### config.mk
export PLATFORM = sky130hd
export DESIGN_NAME = tcc_top
export DESIGN_NICKNAME = d
export VERILOG_FILES = /design/src/logic/tcc_top.v
export VERILOG_INCLUDE_DIRS = /design/src /design/src/logic
export SDC_FILE = /design/constraint.sdc
export NUM_CORES = 1
export LEC_CHECK = 0
export ABC_AREA = 0
export BUFFER_PORTS_ARGS = -buffer_cell sky130_fd_sc_hd__buf_2
export CORE_UTILIZATION = 55
export CTS_CLUSTER_DIAMETER = 30
export DETAILED_ROUTE_END_ITERATION = 12
export GPL_TIMING_DRIVEN = 0
export PLACE_DENSITY = 0.89
export SLEW_MARGIN = 20
export SYNTH_ARGS = -nofsm -noshare
export SYNTH_HDL_FRONTEND = slang
export SYNTH_SLANG_ARGS = --single-unit
### constraint.sdc
create_clock -name clk_i -period 3.8 [get_ports clk_i]
set_input_delay 0.19 -clock clk_i [delete_from_list [all_inputs] [get_ports clk_i]]
set_output_delay 0.19 -clock clk_i [all_outputs]
set_load 0.01 [all_outputs]
### src/logic/tcc_consts.vh
`ifndef TCC_CONSTS_VH
`define TCC_CONSTS_VH

// Register indices; the byte address on the bus is four times the index.
`define TCC_IDX_CH0_HI     8'h27
`define TCC_IDX_CH0_LO     8'h28
`define TCC_IDX_CH1_HI     8'h2A
`define TCC_IDX_CH1_LO     8'h2B
`define TCC_IDX_CH2_HI     8'h2D
`define TCC_IDX_CH2_LO     8'h2E
`define TCC_IDX_CH3_HI     8'h30
`define TCC_IDX_CH3_LO     8'h31
// Each control register sits one index below its channel's high byte.
`define TCC_CTL_GAP        8'h01

// Control register field positions.
`define TCC_BIT_FLAG       7
`define TCC_BIT_MSB        5
`define TCC_BIT_MSA        4
`define TCC_BIT_ELSH       3
`define TCC_BIT_ELSL       2
`define TCC_BIT_TOV        1
`define TCC_BIT_MAX        0

// Edge/level field codes.
`define TCC_ELS_OFF        2'h0
`define TCC_ELS_TOGGLE     2'h1
`define TCC_ELS_CLEAR      2'h2
`define TCC_ELS_SET        2'h3

// Reset values and bus answers.
`define TCC_PIN_RST        4'hF
`define TCC_PORT_RST       4'hF
`define TCC_RESP_OKAY      2'h0
`define TCC_RESP_SLVERR    2'h2

`endif

### src/logic/tcc_top.v
// The AXI4-Lite register port is this design's own decision.
`timescale 1ns/10ps
`include "tcc_consts.vh"

module tcc_top (
  // Clock, reset and freeze.
  input  wire        clk_i,
  input  wire        srst_i,
  input  wire        ce_i,
  // Shared counter time base.
  input  wire [15:0] counter_i,
  input  wire        cnt_tick_i,
  input  wire        overflow_i,
  // Channel pins.
  input  wire [3:0]  pin_i,
  output wire [3:0]  pin_o,
  output wire [3:0]  pin_oe_o,
  output wire [3:0]  port_ctrl_o,
  output wire [3:0]  chan_flag_o,
  // AXI4-Lite write channels.
  input  wire [9:0]  s_axi_awaddr,
  input  wire        s_axi_awvalid,
  output wire        s_axi_awready,
  input  wire [31:0] s_axi_wdata,
  input  wire [3:0]  s_axi_wstrb,
  input  wire        s_axi_wvalid,
  output wire        s_axi_wready,
  output wire [1:0]  s_axi_bresp,
  output wire        s_axi_bvalid,
  input  wire        s_axi_bready,
  // AXI4-Lite read channels.
  input  wire [9:0]  s_axi_araddr,
  input  wire        s_axi_arvalid,
  output wire        s_axi_arready,
  output wire [31:0] s_axi_rdata,
  output wire [1:0]  s_axi_rresp,
  output wire        s_axi_rvalid,
  input  wire        s_axi_rready
);

  ////////////////////////////////////////////////////////////////////////////

  reg  [3:0]  msb_reg;
  reg  [3:0]  msa_reg;
  reg  [3:0]  elsh_reg;
  reg  [3:0]  elsl_reg;
  reg  [3:0]  tov_reg;
  reg  [3:0]  max_reg;
  reg  [3:0]  maxe_reg;
  reg  [3:0]  flag_reg;
  reg  [3:0]  arm_reg;
  reg  [3:0]  rdlk_reg;
  reg  [3:0]  wrlk_reg;
  reg  [3:0]  pin_reg;
  reg  [3:0]  oe_reg;
  reg  [3:0]  port_reg;
  reg  [15:0] val_reg [0:3];
  reg  [3:0]  s1_reg;
  reg  [3:0]  s2_reg;
  reg  [3:0]  s3_reg;
  reg  [3:0]  filt_reg;
  reg  [1:0]  asel_reg;
  reg  [1:0]  pend_reg;
  reg  [1:0]  psel_reg;

  reg         awv_reg;
  reg  [7:0]  awidx_reg;
  reg         wv_reg;
  reg  [7:0]  wdat_reg;
  reg         wstb_reg;
  reg         bvalid_reg;
  reg  [1:0]  bresp_reg;
  reg         rvalid_reg;
  reg  [1:0]  rresp_reg;
  reg  [7:0]  rdata_reg;

  reg  [3:0]  dis;
  reg  [3:0]  en;
  reg  [3:0]  cap;
  reg  [3:0]  oc;
  reg  [3:0]  match;
  reg  [3:0]  cap_ev;
  reg  [3:0]  filt_next;
  reg  [1:0]  els;
  reg  [1:0]  src;
  reg         rd_hit;
  reg  [7:0]  rd_data;
  reg         wr_hit;
  integer     i;

  wire        wr_go = awv_reg & wv_reg & ~bvalid_reg;
  wire        rd_go = s_axi_arvalid & ~rvalid_reg;
  wire [7:0]  ridx  = s_axi_araddr[9:2];

  ////////////////////////////////////////////////////////////////////////////

  function [7:0] hi_idx;
    input [1:0] ch;
    begin
      case (ch)
        2'h0: hi_idx = `TCC_IDX_CH0_HI;
        2'h1: hi_idx = `TCC_IDX_CH1_HI;
        2'h2: hi_idx = `TCC_IDX_CH2_HI;
        default: hi_idx = `TCC_IDX_CH3_HI;
      endcase
    end
  endfunction

  function [7:0] lo_idx;
    input [1:0] ch;
    begin
      case (ch)
        2'h0: lo_idx = `TCC_IDX_CH0_LO;
        2'h1: lo_idx = `TCC_IDX_CH1_LO;
        2'h2: lo_idx = `TCC_IDX_CH2_LO;
        default: lo_idx = `TCC_IDX_CH3_LO;
      endcase
    end
  endfunction

  function [7:0] ctl_idx;
    input [1:0] ch;
    begin
      ctl_idx = hi_idx(ch) - `TCC_CTL_GAP;
    end
  endfunction

  ////////////////////////////////////////////////////////////////////////////

  // Channel decode, compare source, edge and match detection.
  always @* begin : chan_decode
    integer i;
    i   = 0;
    els = `TCC_ELS_OFF;
    src = 2'h0;
    for (i = 0; i < 4; i = i + 1) begin
      dis[i] = (i == 1 && msb_reg[0]) || (i == 3 && msb_reg[2]);
      els = dis[i] ? `TCC_ELS_OFF : {elsh_reg[i], elsl_reg[i]};
      en[i] = (els != `TCC_ELS_OFF);
      cap[i] = en[i] & ~msa_reg[i] & ~msb_reg[i];
      oc[i] = en[i] & (msa_reg[i] | msb_reg[i]);
      // A buffered pair compares against whichever register is active.
      src = msb_reg[i] ? {i[1], asel_reg[i[1]]} : i[1:0];
      match[i] = oc[i] & cnt_tick_i & ~wrlk_reg[src] &
                 (counter_i == val_reg[src]);
      filt_next[i] = (s2_reg[i] == s3_reg[i]) ? s3_reg[i] : filt_reg[i];
      case (els)
        `TCC_ELS_TOGGLE: cap_ev[i] = filt_next[i] & ~filt_reg[i];
        `TCC_ELS_CLEAR:  cap_ev[i] = ~filt_next[i] & filt_reg[i];
        `TCC_ELS_SET:    cap_ev[i] = filt_next[i] ^ filt_reg[i];
        default:         cap_ev[i] = 1'b0;
      endcase
      cap_ev[i] = cap_ev[i] & cap[i];
    end
  end

  // Read decode; a disabled channel's control register reads as zero.
  always @* begin : bus_decode
    integer i;
    i       = 0;
    rd_hit  = 1'b0;
    rd_data = 8'h00;
    wr_hit  = 1'b0;
    for (i = 0; i < 4; i = i + 1) begin
      if (awidx_reg == ctl_idx(i[1:0]) || awidx_reg == hi_idx(i[1:0]) ||
          awidx_reg == lo_idx(i[1:0])) begin
        wr_hit = 1'b1;
      end
      if (ridx == ctl_idx(i[1:0])) begin
        rd_hit = 1'b1;
        if (!dis[i]) begin
          rd_data[`TCC_BIT_FLAG] = flag_reg[i];
          rd_data[`TCC_BIT_MSB]  = msb_reg[i];
          rd_data[`TCC_BIT_MSA]  = msa_reg[i];
          rd_data[`TCC_BIT_ELSH] = elsh_reg[i];
          rd_data[`TCC_BIT_ELSL] = elsl_reg[i];
          rd_data[`TCC_BIT_TOV]  = tov_reg[i];
          rd_data[`TCC_BIT_MAX]  = max_reg[i];
        end
      end
      if (ridx == hi_idx(i[1:0])) begin
        rd_hit  = 1'b1;
        rd_data = val_reg[i][15:8];
      end
      if (ridx == lo_idx(i[1:0])) begin
        rd_hit  = 1'b1;
        rd_data = val_reg[i][7:0];
      end
    end
  end

  ////////////////////////////////////////////////////////////////////////////

  // Channel state and bus side effects. The value registers carry no reset.
  always @(posedge clk_i) begin
    if (srst_i) begin
      msb_reg    <= 4'h0;
      msa_reg    <= 4'h0;
      elsh_reg   <= 4'h0;
      elsl_reg   <= 4'h0;
      tov_reg    <= 4'h0;
      max_reg    <= 4'h0;
      maxe_reg   <= 4'h0;
      flag_reg   <= 4'h0;
      arm_reg    <= 4'h0;
      rdlk_reg   <= 4'h0;
      wrlk_reg   <= 4'h0;
      pin_reg    <= `TCC_PIN_RST;
      oe_reg     <= 4'h0;
      port_reg   <= `TCC_PORT_RST;
      s1_reg     <= 4'h0;
      s2_reg     <= 4'h0;
      s3_reg     <= 4'h0;
      filt_reg   <= 4'h0;
      asel_reg   <= 2'h0;
      pend_reg   <= 2'h0;
      psel_reg   <= 2'h0;
      awv_reg    <= 1'b0;
      awidx_reg  <= 8'h00;
      wv_reg     <= 1'b0;
      wdat_reg   <= 8'h00;
      wstb_reg   <= 1'b0;
      bvalid_reg <= 1'b0;
      bresp_reg  <= `TCC_RESP_OKAY;
      rvalid_reg <= 1'b0;
      rresp_reg  <= `TCC_RESP_OKAY;
      rdata_reg  <= 8'h00;
    end else if (ce_i) begin
      // Pin input passes three flops; the filter waits for two to agree.
      s1_reg   <= pin_i;
      s2_reg   <= s1_reg;
      s3_reg   <= s2_reg;
      filt_reg <= filt_next;
      oe_reg   <= oc;
      port_reg <= ~en;

      // Write address and data are taken independently.
      if (s_axi_awvalid && !awv_reg) begin
        awv_reg   <= 1'b1;
        awidx_reg <= s_axi_awaddr[9:2];
      end
      if (s_axi_wvalid && !wv_reg) begin
        wv_reg   <= 1'b1;
        wdat_reg <= s_axi_wdata[7:0];
        wstb_reg <= s_axi_wstrb[0];
      end
      if (s_axi_bready && bvalid_reg) begin
        bvalid_reg <= 1'b0;
      end
      if (s_axi_rready && rvalid_reg) begin
        rvalid_reg <= 1'b0;
      end
      if (wr_go) begin
        awv_reg    <= 1'b0;
        wv_reg     <= 1'b0;
        bvalid_reg <= 1'b1;
        bresp_reg  <= wr_hit ? `TCC_RESP_OKAY : `TCC_RESP_SLVERR;
      end
      if (rd_go) begin
        rvalid_reg <= 1'b1;
        rresp_reg  <= rd_hit ? `TCC_RESP_OKAY : `TCC_RESP_SLVERR;
        rdata_reg  <= rd_data;
      end

      for (i = 0; i < 4; i = i + 1) begin
        // Register writes.
        if (wr_go && wstb_reg) begin
          if (awidx_reg == ctl_idx(i[1:0]) && !dis[i]) begin
            if (i == 0 || i == 2) begin
              msb_reg[i] <= wdat_reg[`TCC_BIT_MSB];
            end
            msa_reg[i]  <= wdat_reg[`TCC_BIT_MSA];
            elsh_reg[i] <= wdat_reg[`TCC_BIT_ELSH];
            elsl_reg[i] <= wdat_reg[`TCC_BIT_ELSL];
            tov_reg[i]  <= wdat_reg[`TCC_BIT_TOV];
            max_reg[i]  <= wdat_reg[`TCC_BIT_MAX];
            if (!wdat_reg[`TCC_BIT_FLAG] && arm_reg[i]) begin
              flag_reg[i] <= 1'b0;
              arm_reg[i]  <= 1'b0;
            end
          end
          if (awidx_reg == hi_idx(i[1:0])) begin
            val_reg[i][15:8] <= wdat_reg;
            wrlk_reg[i]      <= 1'b1;
          end
          if (awidx_reg == lo_idx(i[1:0])) begin
            val_reg[i][7:0] <= wdat_reg;
            wrlk_reg[i]     <= 1'b0;
            if (msb_reg[{i[1], 1'b0}]) begin
              pend_reg[i[1]] <= 1'b1;
              psel_reg[i[1]] <= i[0];
            end
          end
        end

        // Register reads with side effects.
        if (rd_go) begin
          if (ridx == ctl_idx(i[1:0]) && flag_reg[i]) begin
            arm_reg[i] <= 1'b1;
          end
          if (ridx == hi_idx(i[1:0])) begin
            rdlk_reg[i] <= 1'b1;
          end
          if (ridx == lo_idx(i[1:0])) begin
            rdlk_reg[i] <= 1'b0;
          end
        end

        // Capture copies the counter; a pending high-byte read holds it off.
        if (cap_ev[i] && !rdlk_reg[i]) begin
          val_reg[i] <= counter_i;
        end

        // A new event sets the flag and disarms any clear in progress.
        if ((cap_ev[i] || match[i]) && !rdlk_reg[i]) begin
          flag_reg[i] <= 1'b1;
          arm_reg[i]  <= 1'b0;
        end

        // Full duty follows the bit only from a period boundary.
        if (overflow_i) begin
          maxe_reg[i] <= max_reg[i];
        end

        // Pin level.
        if (!en[i]) begin
          pin_reg[i] <= ~msa_reg[i];
        end else if (oc[i]) begin
          if (maxe_reg[i] && !tov_reg[i]) begin
            // At full duty hold the pin high, or low for the set-on-compare code.
            pin_reg[i] <= ({elsh_reg[i], elsl_reg[i]} != `TCC_ELS_SET);
          end else if (tov_reg[i] && overflow_i) begin
            if (!rdlk_reg[i]) begin
              pin_reg[i] <= ~pin_reg[i];
            end
          end else if (match[i] && !rdlk_reg[i]) begin
            case ({elsh_reg[i], elsl_reg[i]})
              `TCC_ELS_TOGGLE: pin_reg[i] <= ~pin_reg[i];
              `TCC_ELS_CLEAR:  pin_reg[i] <= 1'b0;
              `TCC_ELS_SET:    pin_reg[i] <= 1'b1;
              default:         pin_reg[i] <= pin_reg[i];
            endcase
          end
        end
      end

      // The last written register of a buffered pair goes live at overflow.
      for (i = 0; i < 2; i = i + 1) begin
        if (overflow_i && pend_reg[i]) begin
          asel_reg[i] <= psel_reg[i];
          pend_reg[i] <= 1'b0;
        end
      end
    end
  end

  ////////////////////////////////////////////////////////////////////////////

  assign pin_o         = pin_reg;
  assign pin_oe_o      = oe_reg;
  assign port_ctrl_o   = port_reg;
  assign chan_flag_o   = flag_reg;
  assign s_axi_awready = ~awv_reg;
  assign s_axi_wready  = ~wv_reg;
  assign s_axi_bvalid  = bvalid_reg;
  assign s_axi_bresp   = bresp_reg;
  assign s_axi_arready = ~rvalid_reg;
  assign s_axi_rvalid  = rvalid_reg;
  assign s_axi_rresp   = rresp_reg;
  assign s_axi_rdata   = {24'h00_0000, rdata_reg};

endmodule // tcc_top

# [After elaboration in Yosys (flattened, before gate mapping)]
# Memories as Yosys holds them, arrays and structs flattened.
# Cells that the tools add are included.
[totals] ff_bits=109 ramBits=64 in_bits=86 output_inout_bits=57 word_cells=648 n_memories=1
[classes] add_sub_neg=8 magnitude_cmp=2 n_eq_ne=94 mux=284 bitwise=78 reduce_logical=121
[memory_table] name="val_reg" words=4 width=16 rd=6 rd_clocked_by_memory_dff=0 write_ports=4 line_no="tcc_top.v:57" source="reg [15:0] val_reg [0:3];"
[ops] op="8-bit two-way mux" count=64
[ops] op="1-bit two-way mux" count=200
[ops] op="8-bit by 6-bit == test with 1-bit output (second input constant)" count=24
[ops] op="8-bit == test" count=24
[ops] op="16-bit == test" count=4
[ops] op="8-bit by 1-bit subtractor with 8-bit output (second input constant)" count=8
[ops] op="2-bit nonzero test" count=28
[ops] op="1-bit AND" count=37
[ops] op="1-bit logical AND" count=37
[ops] op="6-bit two-way mux" count=6
[ops] op="3-bit AND reduction" count=12
[ops] op="1-bit inverter" count=26
[ops] op="2-bit == test (second input constant)" count=12
[ops] op="6-bit by 1-bit != test with 1-bit output (second input constant)" count=4
[ops] op="1-bit one-hot mux with 3 select lines" count=8
[ops] op="2-bit AND reduction" count=11
[ops] op="5-bit AND reduction" count=4
[ops] op="4-bit by 1-bit != test with 1-bit output (second input constant)" count=4
[ops] op="4-bit != test (second input constant)" count=4
[ops] op="4-bit AND reduction" count=4
[ops] op="1-bit logical NOT" count=13
[ops] op="2-bit by 1-bit == test with 1-bit output (second input constant)" count=6
[ops] op="1-bit logical OR" count=12
[ops] op="1-bit OR" count=10
[ops] op="other kinds (9)" count=25

# [Depth between registers and ports, before layout]
[depth] word_depth=15 depth_mapped=10 depth_no_buf=9

# [Worst setup path after synthesis]
# OpenSTA, ideal clock, no wires.
[synth_timing] path_type="register to register" startpoint="reg filt_reg[3]" endpoint="mem val_reg[3][2], data pin" setup_time_ps=262 arrival_ps=2634 t_required_ps=3538 path_slack_ps=904 path_stages_with_launch=9 path_buffers=1 synth_period_minus_slack_ps=2896 path_cell_list="dfxtp_1 -> maj3_1 -> ha_1 -> mux2i_1 -> a22oi_1 -> or4_1 -> nor2_1 -> buf_2 -> mux2_1"
[synth_lines] element="from (decl)" line_no="tcc_top.v:61" source="reg [3:0] filt_reg;"
[synth_lines] element="from (signal assigned)" line_no="tcc_top.v:233" source="filt_reg <= filt_next;"
[synth_lines] element="to (decl)" line_no="tcc_top.v:57"

==> run metrics <==
ys async rst share 0%; critical path class reg2reg; critical path's top delay family simple AND/OR/NAND/NOR gates; setup slack, reg-to-reg just under 0.2 ns; DP HPWL about 27 mm; R2R cell count 8; Total GRT Usage between 40 and 50%; final setup skew between 0.01 and 0.015 ns; clk root buf clkbuf_16; sequential fraction of the synthesis area roughly two fifths; mapped cell area roughly 0.01 sq mm; total CTS buffers 17; crit path time final about 3.6 ns; first-pass GRT wire length roughly 55 mm; die height between 100 and 150 um; FF-to-FF End val_reg[3][13]; Hold Path Class in2reg; Initial DRC Count ~1.3k; Cell Chain, Critical Path maj3_1 > ha_1 > mux2i_1 > a22oi_1 > or4_1 > nor2_1 > buf_2 > a21o_1; commonest cells after routing, fill and taps aside 119 x nor2_1, 107 x dfxtp_1, 89 x nand2_1, 79 x a21oi_1, 76 x buf_2; worst r2r src filt_reg[3]; DR pass1 iterations 8; Slew @ Worst Pin between 1 and 1.5 ns; Synth Instances around 1.1k; CTS tree done; Final Cycle Share between 90 and 100%; Final #Nets about 1.3k; main flop type after synthesis dfxtp_1; HP Start s_axi_awaddr[5]; antenna violations before repair 0; Worst setup EP type flip-flop; VDD IR max 535.6 uV; slew margin rel. 22.16%; max incr delay on CP slightly below 0.7 ns; final non-filler cell total around 1.5k; Fin. Hold Viols 1; Worst-Skew Late Latency roughly 0.45 ns; n_diodes 0; vias in the first global route 9014; largest net degree at the start of global routing 20; Vias/cell 6.554; Final setup viols 0; die width between 100 and 150 um; Initial Util 56.02%; failing checks negative hold slack; critical path data required time slightly below 4 ns; via count approximately 10k; final hold slack -0.00003483 ns; Crit-path slowest cell nor2_1; num ports about 140; synth warn 0; Slew Viols, Final 0; Largest register FFs 64; RePlAce Congestion between 1 and 1.5; I/O Buffers around 70; hold path depth 3; CTS sink cnt ~170; Post-synth EDFFs between 60 and 70; Worst Setup SP filt_reg[3]; Post-CTS Setup Bufs 0; Cell Rows 49; CORE AREA approximately 0.018 sq mm; DR WL/cell roughly 25 um; Detail Route Antenna Nets 0; CTS H-tree lvls 4; syn_area_per_cell around 9 sq um; Worst Path Max Fanout 10; Setup crit start kind flip-flop; drt drc 0; Final TNS setup 0 ns; PwrDens 355.2 mW/mm^2; grt ovf 0; leading cell type in the layout, fill and taps excluded nor2_1; RSZ-0062 raised after global routing no; Leak Pwr ~4.4 nW; WL final 37.40 mm; # Max-Cap Violations 0; clk slew on worst S/H paths approximately 0.08 ns; Util after Layout around 64%; Longest Clk Path Bufs 2; Area growth, synth to finish 15.07%; die footprint around 0.019 sq mm; outcome complete, but fails checks; Min-Delay Endpoint awidx_reg[3]; buffers plus inverters on the worst setup path 1; crit path DAT ~3.7 ns; layout cells sized above 1 between 10% and 20%; synthesis-stage register bit count 171; dpl cells 1437; unique cell type count in the Yosys netlist between 70 and 80; Max Freq roughly 280 MHz
## per-stage QoR
stage / hold WS, ns / power (mW) / setup WS, ns / area, sq um
final: -0.00003483 / 4.098 / 0.1958 / 11540
after global routing: 0.007694 / 4.186 / 0.005461 / 11540
after CTS: 0.003637 / 4.072 / 0.1268 / 11530
after detailed placement: 0.4278 / 2.342 / 0.1737 / 10760
after global placement: 0.4171 / 2.335 / 0.1914 / 10750
after floorplan: 0.3260 / 2.199 / 0.9042 / 10120
## routing by layer
metal	GRT usage [%]	vias up	part of all wire [%]	routed length [um]
met3	9.519	127	12	4596
met2	63.10	689	45	16790
met4	22.22	0	5.3	1973
li1	-	4260	-	-
met1	52.07	4663	38	14030
met5	0	-	0	0
## where the power goes
part	switching, mW	internal (mW)	total, mW
combinational	0.265	0.137	0.403
sequential	0.0165	1.91	1.93
clock	0.883	0.885	1.77
total	1.16	2.93	4.10
## Yosys cell counts, types with 25 or more instances
library cell	number	area share, %
a21oi_1	79	3.9
buf_4	26	1.9
clkbuf_1	63	2.4
dfxtp_1	107	21
edfxtp_1	64	19
inv_1	44	1.6
mux2_1	43	4.8
mux2i_1	56	5.6
nand2_1	89	3.3
nand3_1	25	1.2
nor2_1	120	4.5
o21ai_0	36	1.8
## timing repair
action	CTS	global route
gates resized for setup	0	2
hold endpoints to repair	17	0
hold buffers	17	0
endpoints found under the setup margin	0	16
## worst max-delay path by stage
stage	endpoint	slack, ns	cells after the start
global route	val_reg[3][12]	0.005	8
floorplan	val_reg[3][2]	0.90	8
detailed placement	val_reg[1][3]	0.17	8
finish	val_reg[3][13]	0.20	8
global placement	val_reg[3][10]	0.19	8
CTS	val_reg[1][1]	0.13	8
## cells by family after synthesis
logic type / after synthesis / synth area share (%)
xor+xnor: 41 / 3.581
other cells: 1 / 0.03739
flops: 171 / 40.52
simple gates: 344 / 16.74
buf+inv: 155 / 6.875
mux: 122 / 13.00
fa+ha+maj: 18 / 2.146
compound gates: 263 / 17.09
## worst reg2reg max path, stage by stage, from the launching register on
cell and delay (ns):
dfxtp_1 0.34, maj3_1 0.40, ha_1 0.29, mux2i_1 0.13, a22oi_1 0.11, or4_1 0.52
nor2_1 0.69, buf_2 0.43, a21o_1 0.38
## area by class of cell
cell class | count | area [sq um]
multi-input cells | 814 | 5390
fillers | 1504 | 6362
plain buffers | 108 | 513.0
well taps | 229 | 286.5
clock buffers | 17 | 425.4
clock inverters | 15 | 173.9
repair buffers | 85 | 510.5
inverters | 47 | 176.4
flip-flops and latches | 171 | 4064
(Power assumes the default switching activity.)
